File: config.mk
export PLATFORM = sky130hd
export DESIGN_NAME = fsk_reload
export DESIGN_NICKNAME = d
export VERILOG_FILES = /design/src/pkg/fsk_reload_pkg.sv /design/src/rtl/fsk_reload.sv
export SDC_FILE = /design/constraint.sdc
export NUM_CORES = 1
export LEC_CHECK = 0
export BUFFER_PORTS_ARGS = -buffer_cell sky130_fd_sc_hd__buf_2
export CORE_UTILIZATION = 60
export CTS_BUF_LIST = sky130_fd_sc_hd__clkbuf_8 sky130_fd_sc_hd__clkbuf_16
export CTS_CLUSTER_DIAMETER = 40
export DETAILED_ROUTE_END_ITERATION = 16
export HOLD_SLACK_MARGIN = 0.06
export PLACE_DENSITY = 0.79
export SLEW_MARGIN = 20
export SYNTH_ARGS = -nofsm -noshare
export SYNTH_HDL_FRONTEND = slang
export SYNTH_SLANG_ARGS = --single-unit
File: constraint.sdc
create_clock -name core_clk_i -period 9.6 [get_ports core_clk_i]
set_input_delay 1.92 -clock core_clk_i [delete_from_list [all_inputs] [get_ports core_clk_i]]
set_output_delay 1.92 -clock core_clk_i [all_outputs]
set_load 0.01 [all_outputs]
File: src/pkg/fsk_reload_pkg.sv
// Constants shared by the frequency-shift reload block
package fsk_reload_pkg;

  localparam int unsigned DATA_W = 32;
  localparam int unsigned ADDR_W = 12;
  localparam int unsigned COEF_W = 16;

  // Register indices; byte address is four times the index
  localparam logic [7:0] IDX_RELOAD_CTRL = 8'h20;
  localparam logic [7:0] IDX_SPACE_AMP = 8'h63;
  localparam logic [7:0] IDX_SPACE_FREQ = 8'h64;
  localparam logic [7:0] IDX_MARK_AMP = 8'h65;
  localparam logic [7:0] IDX_MARK_FREQ = 8'h66;
  localparam logic [7:0] IDX_S2M_GAIN = 8'h67;
  localparam logic [7:0] IDX_M2S_GAIN = 8'h68;
  localparam logic [7:0] IDX_STATUS = 8'h69;
  localparam logic [7:0] IDX_FEATURE_CTRL = 8'h6c;

  localparam int unsigned IDX_LSB = 2;
  localparam int unsigned IDX_W = 8;

  // Enable bit position in both control registers
  localparam int unsigned EN_BIT = 6;

  // Status register fields
  localparam int unsigned ST_MODE_BIT = 0;
  localparam int unsigned ST_SYM_BIT = 1;
  localparam int unsigned ST_HIST_BIT = 2;

  localparam logic [COEF_W-1:0] COEF_RESET = 16'h0000;
  localparam logic [DATA_W-1:0] RDATA_ZERO = 32'h0000_0000;

  // Gain factors are unsigned Q1.15: 16'h8000 is unity
  localparam int unsigned GAIN_FRAC = 15;
  localparam logic [COEF_W-1:0] COEF_MAX = 16'hffff;

  typedef enum logic [1:0] {
    SYM_NONE = 2'b00,
    SYM_S2M = 2'b01,
    SYM_M2S = 2'b10
  } transition_t;

endpackage

File: src/rtl/fsk_reload.sv
// Frequency-shift keying reload and transition gain for tone oscillator 1
//
// Overview of operation
// - Shift-keying mode runs only while both the feature enable bit and the reload enable bit are one.
// - In that mode a timer expiry for a space loads the space amplitude coefficient in place of the normal one.
// - In that mode a timer expiry for a space loads the space frequency coefficient in place of the normal one.
// - In that mode a timer expiry for a mark loads the mark amplitude coefficient in place of the normal one.
// - In that mode a timer expiry for a mark loads the mark frequency coefficient in place of the normal one.
// - In that mode a change from space to mark scales the amplitude by the space-to-mark gain factor.
// - In that mode a change from mark to space scales the amplitude by the mark-to-space gain factor.
`timescale 1ns/100ps
`default_nettype none

module fsk_reload
  import fsk_reload_pkg::*;
(
  input wire logic core_clk_i,
  input wire logic resetn_i,
  // APB slave
  input wire logic psel_i,
  input wire logic penable_i,
  input wire logic pwrite_i,
  input wire logic [ADDR_W-1:0] paddr_i,
  input wire logic [DATA_W-1:0] pwdata_i,
  output logic [DATA_W-1:0] prdata_o,
  output logic pready_o,
  output logic pslverr_o,
  // Oscillator 1 side, same clock
  input wire logic normal_frequency_a_active_timer_i,
  input wire logic tx_symbol_i,
  input wire logic [COEF_W-1:0] normal_frequency_a_normal_amplitude_i,
  input wire logic [COEF_W-1:0] normal_frequency_a_i,
  output logic normal_frequency_a_load_o,
  output logic [COEF_W-1:0] normal_frequency_a_amplitude_o,
  output logic [COEF_W-1:0] normal_frequency_a_frequency_o,
  output logic shift_keying_active_o
);

  logic [COEF_W-1:0] space_amplitude_coeff_reg;
  logic [COEF_W-1:0] space_frequency_coeff_reg;
  logic [COEF_W-1:0] mark_amplitude_coeff_reg;
  logic [COEF_W-1:0] mark_frequency_coeff_reg;
  logic [COEF_W-1:0] space_to_mark_gain_reg;
  logic [COEF_W-1:0] mark_to_space_gain_reg;
  logic shift_keying_enable_reg;
  logic oscillator_reload_enable_reg;
  logic last_symbol_reg;
  logic history_reg;
  logic [DATA_W-1:0] prdata_reg;
  logic pready_reg;
  logic pslverr_reg;
  logic load_reg;
  logic [COEF_W-1:0] amp_reg;
  logic [COEF_W-1:0] freq_reg;
  logic active_reg;

  logic [IDX_W-1:0] idx;
  logic mapped;
  logic access_done;
  logic wr_en;
  logic mode_on;
  transition_t transition;
  logic [COEF_W-1:0] base_amp;
  logic [COEF_W-1:0] scaled_amp;
  logic [COEF_W-1:0] amp_next;
  logic [COEF_W-1:0] freq_next;
  logic [DATA_W-1:0] read_word;

  // Unsigned Q1.15 product, saturated so a gain above unity cannot wrap
  function automatic logic [COEF_W-1:0] apply_gain(input logic [COEF_W-1:0] coef,
                                                   input logic [COEF_W-1:0] gain);
    logic [2*COEF_W-1:0] prod;
    prod = coef * gain;
    if (prod[2*COEF_W-1]) begin
      apply_gain = COEF_MAX;
    end else begin
      apply_gain = prod[GAIN_FRAC +: COEF_W];
    end
  endfunction

  // ---------------- APB decode ----------------
  // Address bits above the index are ignored, so the map aliases every 1 KB
  assign idx = paddr_i[IDX_LSB +: IDX_W];
  assign access_done = psel_i && penable_i && pready_reg;
  assign wr_en = access_done && pwrite_i && mapped;

  always_comb begin
    mapped = 1'b1;
    read_word = RDATA_ZERO;
    unique case (idx)
      IDX_SPACE_AMP: read_word[COEF_W-1:0] = space_amplitude_coeff_reg;
      IDX_SPACE_FREQ: read_word[COEF_W-1:0] = space_frequency_coeff_reg;
      IDX_MARK_AMP: read_word[COEF_W-1:0] = mark_amplitude_coeff_reg;
      IDX_MARK_FREQ: read_word[COEF_W-1:0] = mark_frequency_coeff_reg;
      IDX_S2M_GAIN: read_word[COEF_W-1:0] = space_to_mark_gain_reg;
      IDX_M2S_GAIN: read_word[COEF_W-1:0] = mark_to_space_gain_reg;
      IDX_FEATURE_CTRL: read_word[EN_BIT] = shift_keying_enable_reg;
      IDX_RELOAD_CTRL: read_word[EN_BIT] = oscillator_reload_enable_reg;
      IDX_STATUS: begin
        read_word[ST_MODE_BIT] = mode_on;
        read_word[ST_SYM_BIT] = last_symbol_reg;
        read_word[ST_HIST_BIT] = history_reg;
      end
      default: mapped = 1'b0;
    endcase
  end

  // One wait state: pready rises in the second access cycle, then drops
  always_ff @(posedge core_clk_i or negedge resetn_i) begin
    if (!resetn_i) begin
      pready_reg <= 1'b0;
      pslverr_reg <= 1'b0;
      prdata_reg <= RDATA_ZERO;
    end else if (psel_i && penable_i && !pready_reg) begin
      pready_reg <= 1'b1;
      pslverr_reg <= !mapped || (pwrite_i && idx == IDX_STATUS);
      prdata_reg <= pwrite_i ? RDATA_ZERO : read_word;
    end else begin
      pready_reg <= 1'b0;
      pslverr_reg <= 1'b0;
      prdata_reg <= RDATA_ZERO;
    end
  end

  // ---------------- Register file ----------------
  // Only the low half of a write is kept; the upper half always reads back as zero
  always_ff @(posedge core_clk_i or negedge resetn_i) begin
    if (!resetn_i) begin
      space_amplitude_coeff_reg <= COEF_RESET;
      space_frequency_coeff_reg <= COEF_RESET;
      mark_amplitude_coeff_reg <= COEF_RESET;
      mark_frequency_coeff_reg <= COEF_RESET;
      space_to_mark_gain_reg <= COEF_RESET;
      mark_to_space_gain_reg <= COEF_RESET;
    end else if (wr_en) begin
      unique case (idx)
        IDX_SPACE_AMP: space_amplitude_coeff_reg <= pwdata_i[COEF_W-1:0];
        IDX_SPACE_FREQ: space_frequency_coeff_reg <= pwdata_i[COEF_W-1:0];
        IDX_MARK_AMP: mark_amplitude_coeff_reg <= pwdata_i[COEF_W-1:0];
        IDX_MARK_FREQ: mark_frequency_coeff_reg <= pwdata_i[COEF_W-1:0];
        IDX_S2M_GAIN: space_to_mark_gain_reg <= pwdata_i[COEF_W-1:0];
        IDX_M2S_GAIN: mark_to_space_gain_reg <= pwdata_i[COEF_W-1:0];
        default: ;
      endcase
    end
  end

  // Each enable is one bit of its own control word; the rest of those words reads as zero
  always_ff @(posedge core_clk_i or negedge resetn_i) begin
    if (!resetn_i) begin
      shift_keying_enable_reg <= 1'b0;
      oscillator_reload_enable_reg <= 1'b0;
    end else if (wr_en) begin
      if (idx == IDX_FEATURE_CTRL) begin
        shift_keying_enable_reg <= pwdata_i[EN_BIT];
      end
      if (idx == IDX_RELOAD_CTRL) begin
        oscillator_reload_enable_reg <= pwdata_i[EN_BIT];
      end
    end
  end

  // ---------------- Reload path ----------------
  assign mode_on = shift_keying_enable_reg && oscillator_reload_enable_reg;

  // A correction needs an earlier expiry in this mode; the first symbol after entry goes out unscaled
  always_comb begin
    transition = SYM_NONE;
    if (mode_on && history_reg && last_symbol_reg != tx_symbol_i) begin
      transition = tx_symbol_i ? SYM_S2M : SYM_M2S;
    end
  end

  // Both words follow one symbol so amplitude and frequency never come from different sets
  always_comb begin
    base_amp = normal_frequency_a_normal_amplitude_i;
    freq_next = normal_frequency_a_i;
    if (mode_on && !tx_symbol_i) begin
      base_amp = space_amplitude_coeff_reg;
      freq_next = space_frequency_coeff_reg;
    end else if (mode_on) begin
      base_amp = mark_amplitude_coeff_reg;
      freq_next = mark_frequency_coeff_reg;
    end
  end

  always_comb begin
    unique case (transition)
      SYM_S2M: scaled_amp = apply_gain(base_amp, space_to_mark_gain_reg);
      SYM_M2S: scaled_amp = apply_gain(base_amp, mark_to_space_gain_reg);
      SYM_NONE: scaled_amp = base_amp;
      default: scaled_amp = base_amp;
    endcase
    amp_next = scaled_amp;
  end

  // Symbol history is dropped outside the mode so re-entry starts without a correction
  always_ff @(posedge core_clk_i or negedge resetn_i) begin
    if (!resetn_i) begin
      last_symbol_reg <= 1'b0;
      history_reg <= 1'b0;
    end else if (!mode_on) begin
      history_reg <= 1'b0;
    end else if (normal_frequency_a_active_timer_i) begin
      last_symbol_reg <= tx_symbol_i;
      history_reg <= 1'b1;
    end
  end

  // Registered so the oscillator sees a settled word one cycle after its own expiry
  always_ff @(posedge core_clk_i or negedge resetn_i) begin
    if (!resetn_i) begin
      load_reg <= 1'b0;
      amp_reg <= COEF_RESET;
      freq_reg <= COEF_RESET;
    end else begin
      load_reg <= normal_frequency_a_active_timer_i;
      if (normal_frequency_a_active_timer_i) begin
        amp_reg <= amp_next;
        freq_reg <= freq_next;
      end
    end
  end

  // Lags the enables by one cycle; software polling it sees the settled mode
  always_ff @(posedge core_clk_i or negedge resetn_i) begin
    if (!resetn_i) begin
      active_reg <= 1'b0;
    end else begin
      active_reg <= mode_on;
    end
  end

  assign prdata_o = prdata_reg;
  assign pready_o = pready_reg;
  assign pslverr_o = pslverr_reg;
  assign normal_frequency_a_load_o = load_reg;
  assign normal_frequency_a_amplitude_o = amp_reg;
  assign normal_frequency_a_frequency_o = freq_reg;
  assign shift_keying_active_o = active_reg;

  // ---------------- Assertions ----------------
  logic expire_plain;
  logic [COEF_W-1:0] s2m_expect;
  logic [COEF_W-1:0] m2s_expect;
  // Expected products apply the same saturating gain to the opposite symbol's amplitude
  assign expire_plain = normal_frequency_a_active_timer_i && transition == SYM_NONE;
  assign s2m_expect = apply_gain(mark_amplitude_coeff_reg, space_to_mark_gain_reg);
  assign m2s_expect = apply_gain(space_amplitude_coeff_reg, mark_to_space_gain_reg);

  a_mode_gate: assert property (@(posedge core_clk_i) disable iff (!resetn_i)
    shift_keying_active_o |-> $past(shift_keying_enable_reg) && $past(oscillator_reload_enable_reg))
    else $error("Mode active without both enables");

  a_space_amp_load: assert property (@(posedge core_clk_i) disable iff (!resetn_i)
    expire_plain && mode_on && !tx_symbol_i |=> normal_frequency_a_load_o && normal_frequency_a_amplitude_o == $past(space_amplitude_coeff_reg))
    else $error("Space amplitude not loaded");

  a_space_freq_load: assert property (@(posedge core_clk_i) disable iff (!resetn_i)
    normal_frequency_a_active_timer_i && mode_on && !tx_symbol_i |=> normal_frequency_a_frequency_o == $past(space_frequency_coeff_reg))
    else $error("Space frequency not loaded");

  a_mark_amp_load: assert property (@(posedge core_clk_i) disable iff (!resetn_i)
    expire_plain && mode_on && tx_symbol_i |=> normal_frequency_a_amplitude_o == $past(mark_amplitude_coeff_reg))
    else $error("Mark amplitude not loaded");

  a_mark_freq_load: assert property (@(posedge core_clk_i) disable iff (!resetn_i)
    normal_frequency_a_active_timer_i && mode_on && tx_symbol_i |=> normal_frequency_a_frequency_o == $past(mark_frequency_coeff_reg))
    else $error("Mark frequency not loaded");

  a_s2m_gain: assert property (@(posedge core_clk_i) disable iff (!resetn_i)
    normal_frequency_a_active_timer_i && mode_on && history_reg && !last_symbol_reg && tx_symbol_i
    |=> normal_frequency_a_amplitude_o == $past(s2m_expect))
    else $error("Space to mark gain not applied");

  a_m2s_gain: assert property (@(posedge core_clk_i) disable iff (!resetn_i)
    normal_frequency_a_active_timer_i && mode_on && history_reg && last_symbol_reg && !tx_symbol_i
    |=> normal_frequency_a_amplitude_o == $past(m2s_expect))
    else $error("Mark to space gain not applied");

  a_normal_reload: assert property (@(posedge core_clk_i) disable iff (!resetn_i)
    normal_frequency_a_active_timer_i && !mode_on
    |=> normal_frequency_a_amplitude_o == $past(normal_frequency_a_normal_amplitude_i) && normal_frequency_a_frequency_o == $past(normal_frequency_a_i))
    else $error("Normal coefficients not reloaded");

  a_history_clear: assert property (@(posedge core_clk_i) disable iff (!resetn_i)
    !mode_on |=> !history_reg)
    else $error("Symbol history kept outside mode");

  a_apb_answer: assert property (@(posedge core_clk_i) disable iff (!resetn_i)
    psel_i && penable_i && !pready_o |=> pready_o ##1 !pready_o)
    else $error("APB answer not one wait state");

  a_pready_source: assert property (@(posedge core_clk_i) disable iff (!resetn_i)
    pready_o |-> $past(psel_i) && $past(penable_i))
    else $error("Ready without an access phase");

  // An error answer must never carry stale read data
  a_apb_error: assert property (@(posedge core_clk_i) disable iff (!resetn_i)
    psel_i && penable_i && !pready_o && !mapped |=> pready_o && pslverr_o && prdata_o == RDATA_ZERO)
    else $error("Unmapped access not refused");

  a_status_write: assert property (@(posedge core_clk_i) disable iff (!resetn_i)
    psel_i && penable_i && !pready_o && pwrite_i && idx == IDX_STATUS |=> pslverr_o)
    else $error("Status write not refused");

  a_prdata_idle: assert property (@(posedge core_clk_i) disable iff (!resetn_i)
    !pready_o |-> prdata_o == RDATA_ZERO && !pslverr_o)
    else $error("Read data or error outside answer cycle");

  a_mode_drop: assert property (@(posedge core_clk_i) disable iff (!resetn_i)
    wr_en && !pwdata_i[EN_BIT] && (idx == IDX_FEATURE_CTRL || idx == IDX_RELOAD_CTRL) |=> !mode_on)
    else $error("Mode still on after an enable was cleared");

  a_load_strobe: assert property (@(posedge core_clk_i) disable iff (!resetn_i)
    normal_frequency_a_active_timer_i |=> normal_frequency_a_load_o)
    else $error("Load strobe missing after expiry");

  a_load_single: assert property (@(posedge core_clk_i) disable iff (!resetn_i)
    !normal_frequency_a_active_timer_i |=> !normal_frequency_a_load_o)
    else $error("Load strobe without expiry");

  // Words must hold between expiries or the oscillator would glitch mid-tone
  a_coef_hold: assert property (@(posedge core_clk_i) disable iff (!resetn_i)
    !normal_frequency_a_active_timer_i |=> $stable(normal_frequency_a_amplitude_o) && $stable(normal_frequency_a_frequency_o))
    else $error("Coefficients changed without expiry");

  a_history_track: assert property (@(posedge core_clk_i) disable iff (!resetn_i)
    normal_frequency_a_active_timer_i && mode_on |=> history_reg && last_symbol_reg == $past(tx_symbol_i))
    else $error("Symbol history not updated");

  c_s2m_seen: cover property (@(posedge core_clk_i) disable iff (!resetn_i)
    normal_frequency_a_active_timer_i && transition == SYM_S2M);
  c_m2s_seen: cover property (@(posedge core_clk_i) disable iff (!resetn_i)
    normal_frequency_a_active_timer_i && transition == SYM_M2S);
  c_normal_seen: cover property (@(posedge core_clk_i) disable iff (!resetn_i)
    normal_frequency_a_active_timer_i && !mode_on);
  c_bad_addr: cover property (@(posedge core_clk_i) disable iff (!resetn_i)
    pready_o && pslverr_o);
  c_mode_entry: cover property (@(posedge core_clk_i) disable iff (!resetn_i)
    $rose(shift_keying_active_o));

endmodule

`default_nettype wire

==> impl_metrics.env <==
export IMPL_max_slew_margin_pct=27.7
export IMPL_status="finished, final reports clean"
export IMPL_syn_to_final_growth_pct=8.00
export IMPL_ys_seq_elements=152
export IMPL_fin_util_pct=66.3
export IMPL_yosys_top_cells_count="inv_1, fa_1, nand2_1"
export IMPL_ys_flop_type="dfrtp_1"
export IMPL_p_leak_nw=13.6
export IMPL_slowest_stage="fa_1"
export IMPL_dieArea_sq_um=40600
export IMPL_antenna_found_initial=3
export IMPL_cp_arrival_ns=9.30
export IMPL_postPlaceCellArea_sq_um=25200
export IMPL_cts_setup_buffers=0
export IMPL_cap_violations=0
export IMPL_synth_area_top_cells="fa_1, dfrtp_1, ha_1, inv_1, and2_1"
export IMPL_setup_viol=0
export IMPL_whs_path_depth=1
export IMPL_hold_viol_final=0
export IMPL_grt_use_total_pct=33.4
export IMPL_path_common_cell="fa_1"
export IMPL_firstDrtPassIters=7
export IMPL_slew_violations=0
export IMPL_synth_avg_cell_area_sq_um=9.53
export IMPL_fin_worst_skew_ns=0.0120
export IMPL_fin_nets=3241
export IMPL_place_hpwl_mm=48.7
export IMPL_ioPinCount=151
export IMPL_crit_type="input port to register"
export IMPL_synth_largest_area_cell="fa_1"
export IMPL_rr_worst_depth=23
export IMPL_yosysWarnings=0
export IMPL_portBuffers=114
export IMPL_die_x_um=202
export IMPL_cts_resized=0
export IMPL_stdcell_area_sq_um=25800
export IMPL_wl_mm=65.0
export IMPL_drive_gt1_share_pct=14.6
export IMPL_syn_cell_area_sq_um=23900
export IMPL_synth_top_area_share_pct=32.4
export IMPL_wire_per_inst_um=21.0
export IMPL_max_stage_delay_ns=0.54
export IMPL_gr_total_overflow=0
export IMPL_avgViaCountPerCell=5.99
export IMPL_start_kind="input port"
export IMPL_tns_ns=0
export IMPL_fp_dieH_um=202
export IMPL_netlist_instances=2506
export IMPL_grt_start_max_net_pins=96
export IMPL_root_buffer="clkbuf_16"
export IMPL_dp_cells=3069
export IMPL_cts_buffers=17
export IMPL_htree_levels=4
export IMPL_clk_latency_ns=0.43
export IMPL_seq_area_frac_synth_pct=15.9
export IMPL_fin_crit_ns=8.97
export IMPL_rows=72
export IMPL_cts_reportedPaths_clkPinSlew_ns=0.07
export IMPL_rsz0062_at_grt="false"
export IMPL_fin_crit_sh_pct=93.4
export IMPL_nFillCells=2994
export IMPL_ant_nets=0
export IMPL_cts_hold_buf=0
export IMPL_tightestPinTransition_ns=1.08
export IMPL_cts_tree="yes"
export IMPL_stdcell_count=3103
export IMPL_cts_max_path_buffers=2
export IMPL_via_count=18600
export IMPL_grt_pass1_wl_mm=106
export IMPL_grt_pass1_vias=20100
export IMPL_synth_edf_count=0
export IMPL_route_detailed_drc=0
export IMPL_crit_path_end_kind="register"
export IMPL_synthArstFlopShare_pct=100
export IMPL_ir_drop_uv=125
export IMPL_synth_cell_type_count=79
export IMPL_place_congestion=0.905
export IMPL_clock_sinks=152
export IMPL_drtIter0Drc=1561
export IMPL_start_util_pct=61.4
export IMPL_power_density_nw_per_um2=57.7
export IMPL_fmax_ghz=0.111
export IMPL_core_area_sq_um=38900
export IMPL_hold_class="register to register"
export IMPL_worstPathMaxFanout=24
export IMPL_required_ns=9.93
export IMPL_yosys_cell_count_top_type="inv_1"
==> cells by family after synthesis <==
logic type               count (synthesis)  share of synthesized area [%]
AO/OA/AOI/OAI                          246                           6.88
XOR/XNOR                                34                           1.28
adder cells (fa/ha/maj)                588                           42.9
buffers and inverters                  609                           9.94
flip-flops                             152                           15.9
multiplexers                           165                           8.36
other                                    1                         0.0157
AND/OR/NAND/NOR                        711                           14.7
==> cell type report <==
type | count | area, sq um | share of cell area (%)
Tap cell | 518 | 648 | 2.51
Multi-Input combinational cell | 1760 | 17800 | 69.1
Timing Repair Buffer | 179 | 1230 | 4.76
Antenna cell | 2 | 5.00 | 0.0194
Clock inverter | 15 | 134 | 0.519
Sequential cell | 152 | 3800 | 14.7
Clock buffer | 17 | 425 | 1.65
Inverter | 460 | 1730 | 6.69
==> where the power goes <==
group          leakage, nW  internal (W)  switching, W
clock                0.277      0.000341      0.000299
sequential            2.04      0.000654     0.0000130
combinational         11.3     0.0000590      0.000123
==> per-stage QoR <==
step / setup WS [ns] / total power, W / hold WS, ns
after floorplan: 0.746 / 0.000754 / 0.475
after global placement: 0.456 / 0.000850 / 0.459
after detailed placement: 0.325 / 0.000855 / 0.487
after CTS: 0.698 / 0.00149 / 0.497
after global routing: 0.268 / 0.00153 / 0.519
final: 0.629 / 0.00149 / 0.493
==> cell usage in the layout, fill, tap and decap left out, drive strengths merged, types with 7 or more instances in the layout <==
cell,n
clkbuf,17
nand2,361
o211ai,8
o21ai,65
and2,228
nor2,44
fa,386
nand2b,8
nor3,12
and4,7
dfrtp,152
a31oi,17
and3,10
a21oi,63
xnor2,22
xor2,12
mux2i,33
inv,468
buf,179
nor3b,7
nand4,9
a22oi,20
mux2,116
ha,202
mux4,16
a21o,18
nand3,11
conb,16
==> final timing paths <==
path                                         startpoint                                 to  slack, ns
setup reg to reg           oscillator_reload_enable_reg  normal_frequency_a_amplitude_o[2]       1.28
hold reg to reg                                pready_o                           pready_o       0.49
setup / recovery                            tx_symbol_i  normal_frequency_a_amplitude_o[9]       0.63
hold / removal                                 pready_o                           pready_o       0.49
min in group asynchronous                      resetn_i  normal_frequency_a_frequency_o[1]       1.57
max in group asynchronous                      resetn_i  normal_frequency_a_amplitude_o[7]       6.72
==> routing by layer <==
layer  vias up  share of wire, %  routed length, um  GRT usage, %
met5         -             0.035                 23             0
met4         4               5.3               3430          17.8
met3       210               8.6               5580          5.72
met2       968                48              31400          55.4
met1      9455                38              24600          42.0
li1       7941                 -                  -             -
==> worst max-delay path: cells and delay by family <==
kind | cells | cell delay, ns
fa+ha+maj | 7 | 3.31
simple gates | 6 | 1.44
buf+inv | 9 | 1.14
mux | 2 | 0.64
compound gates | 4 | 0.82
(Power assumes the default switching activity.)
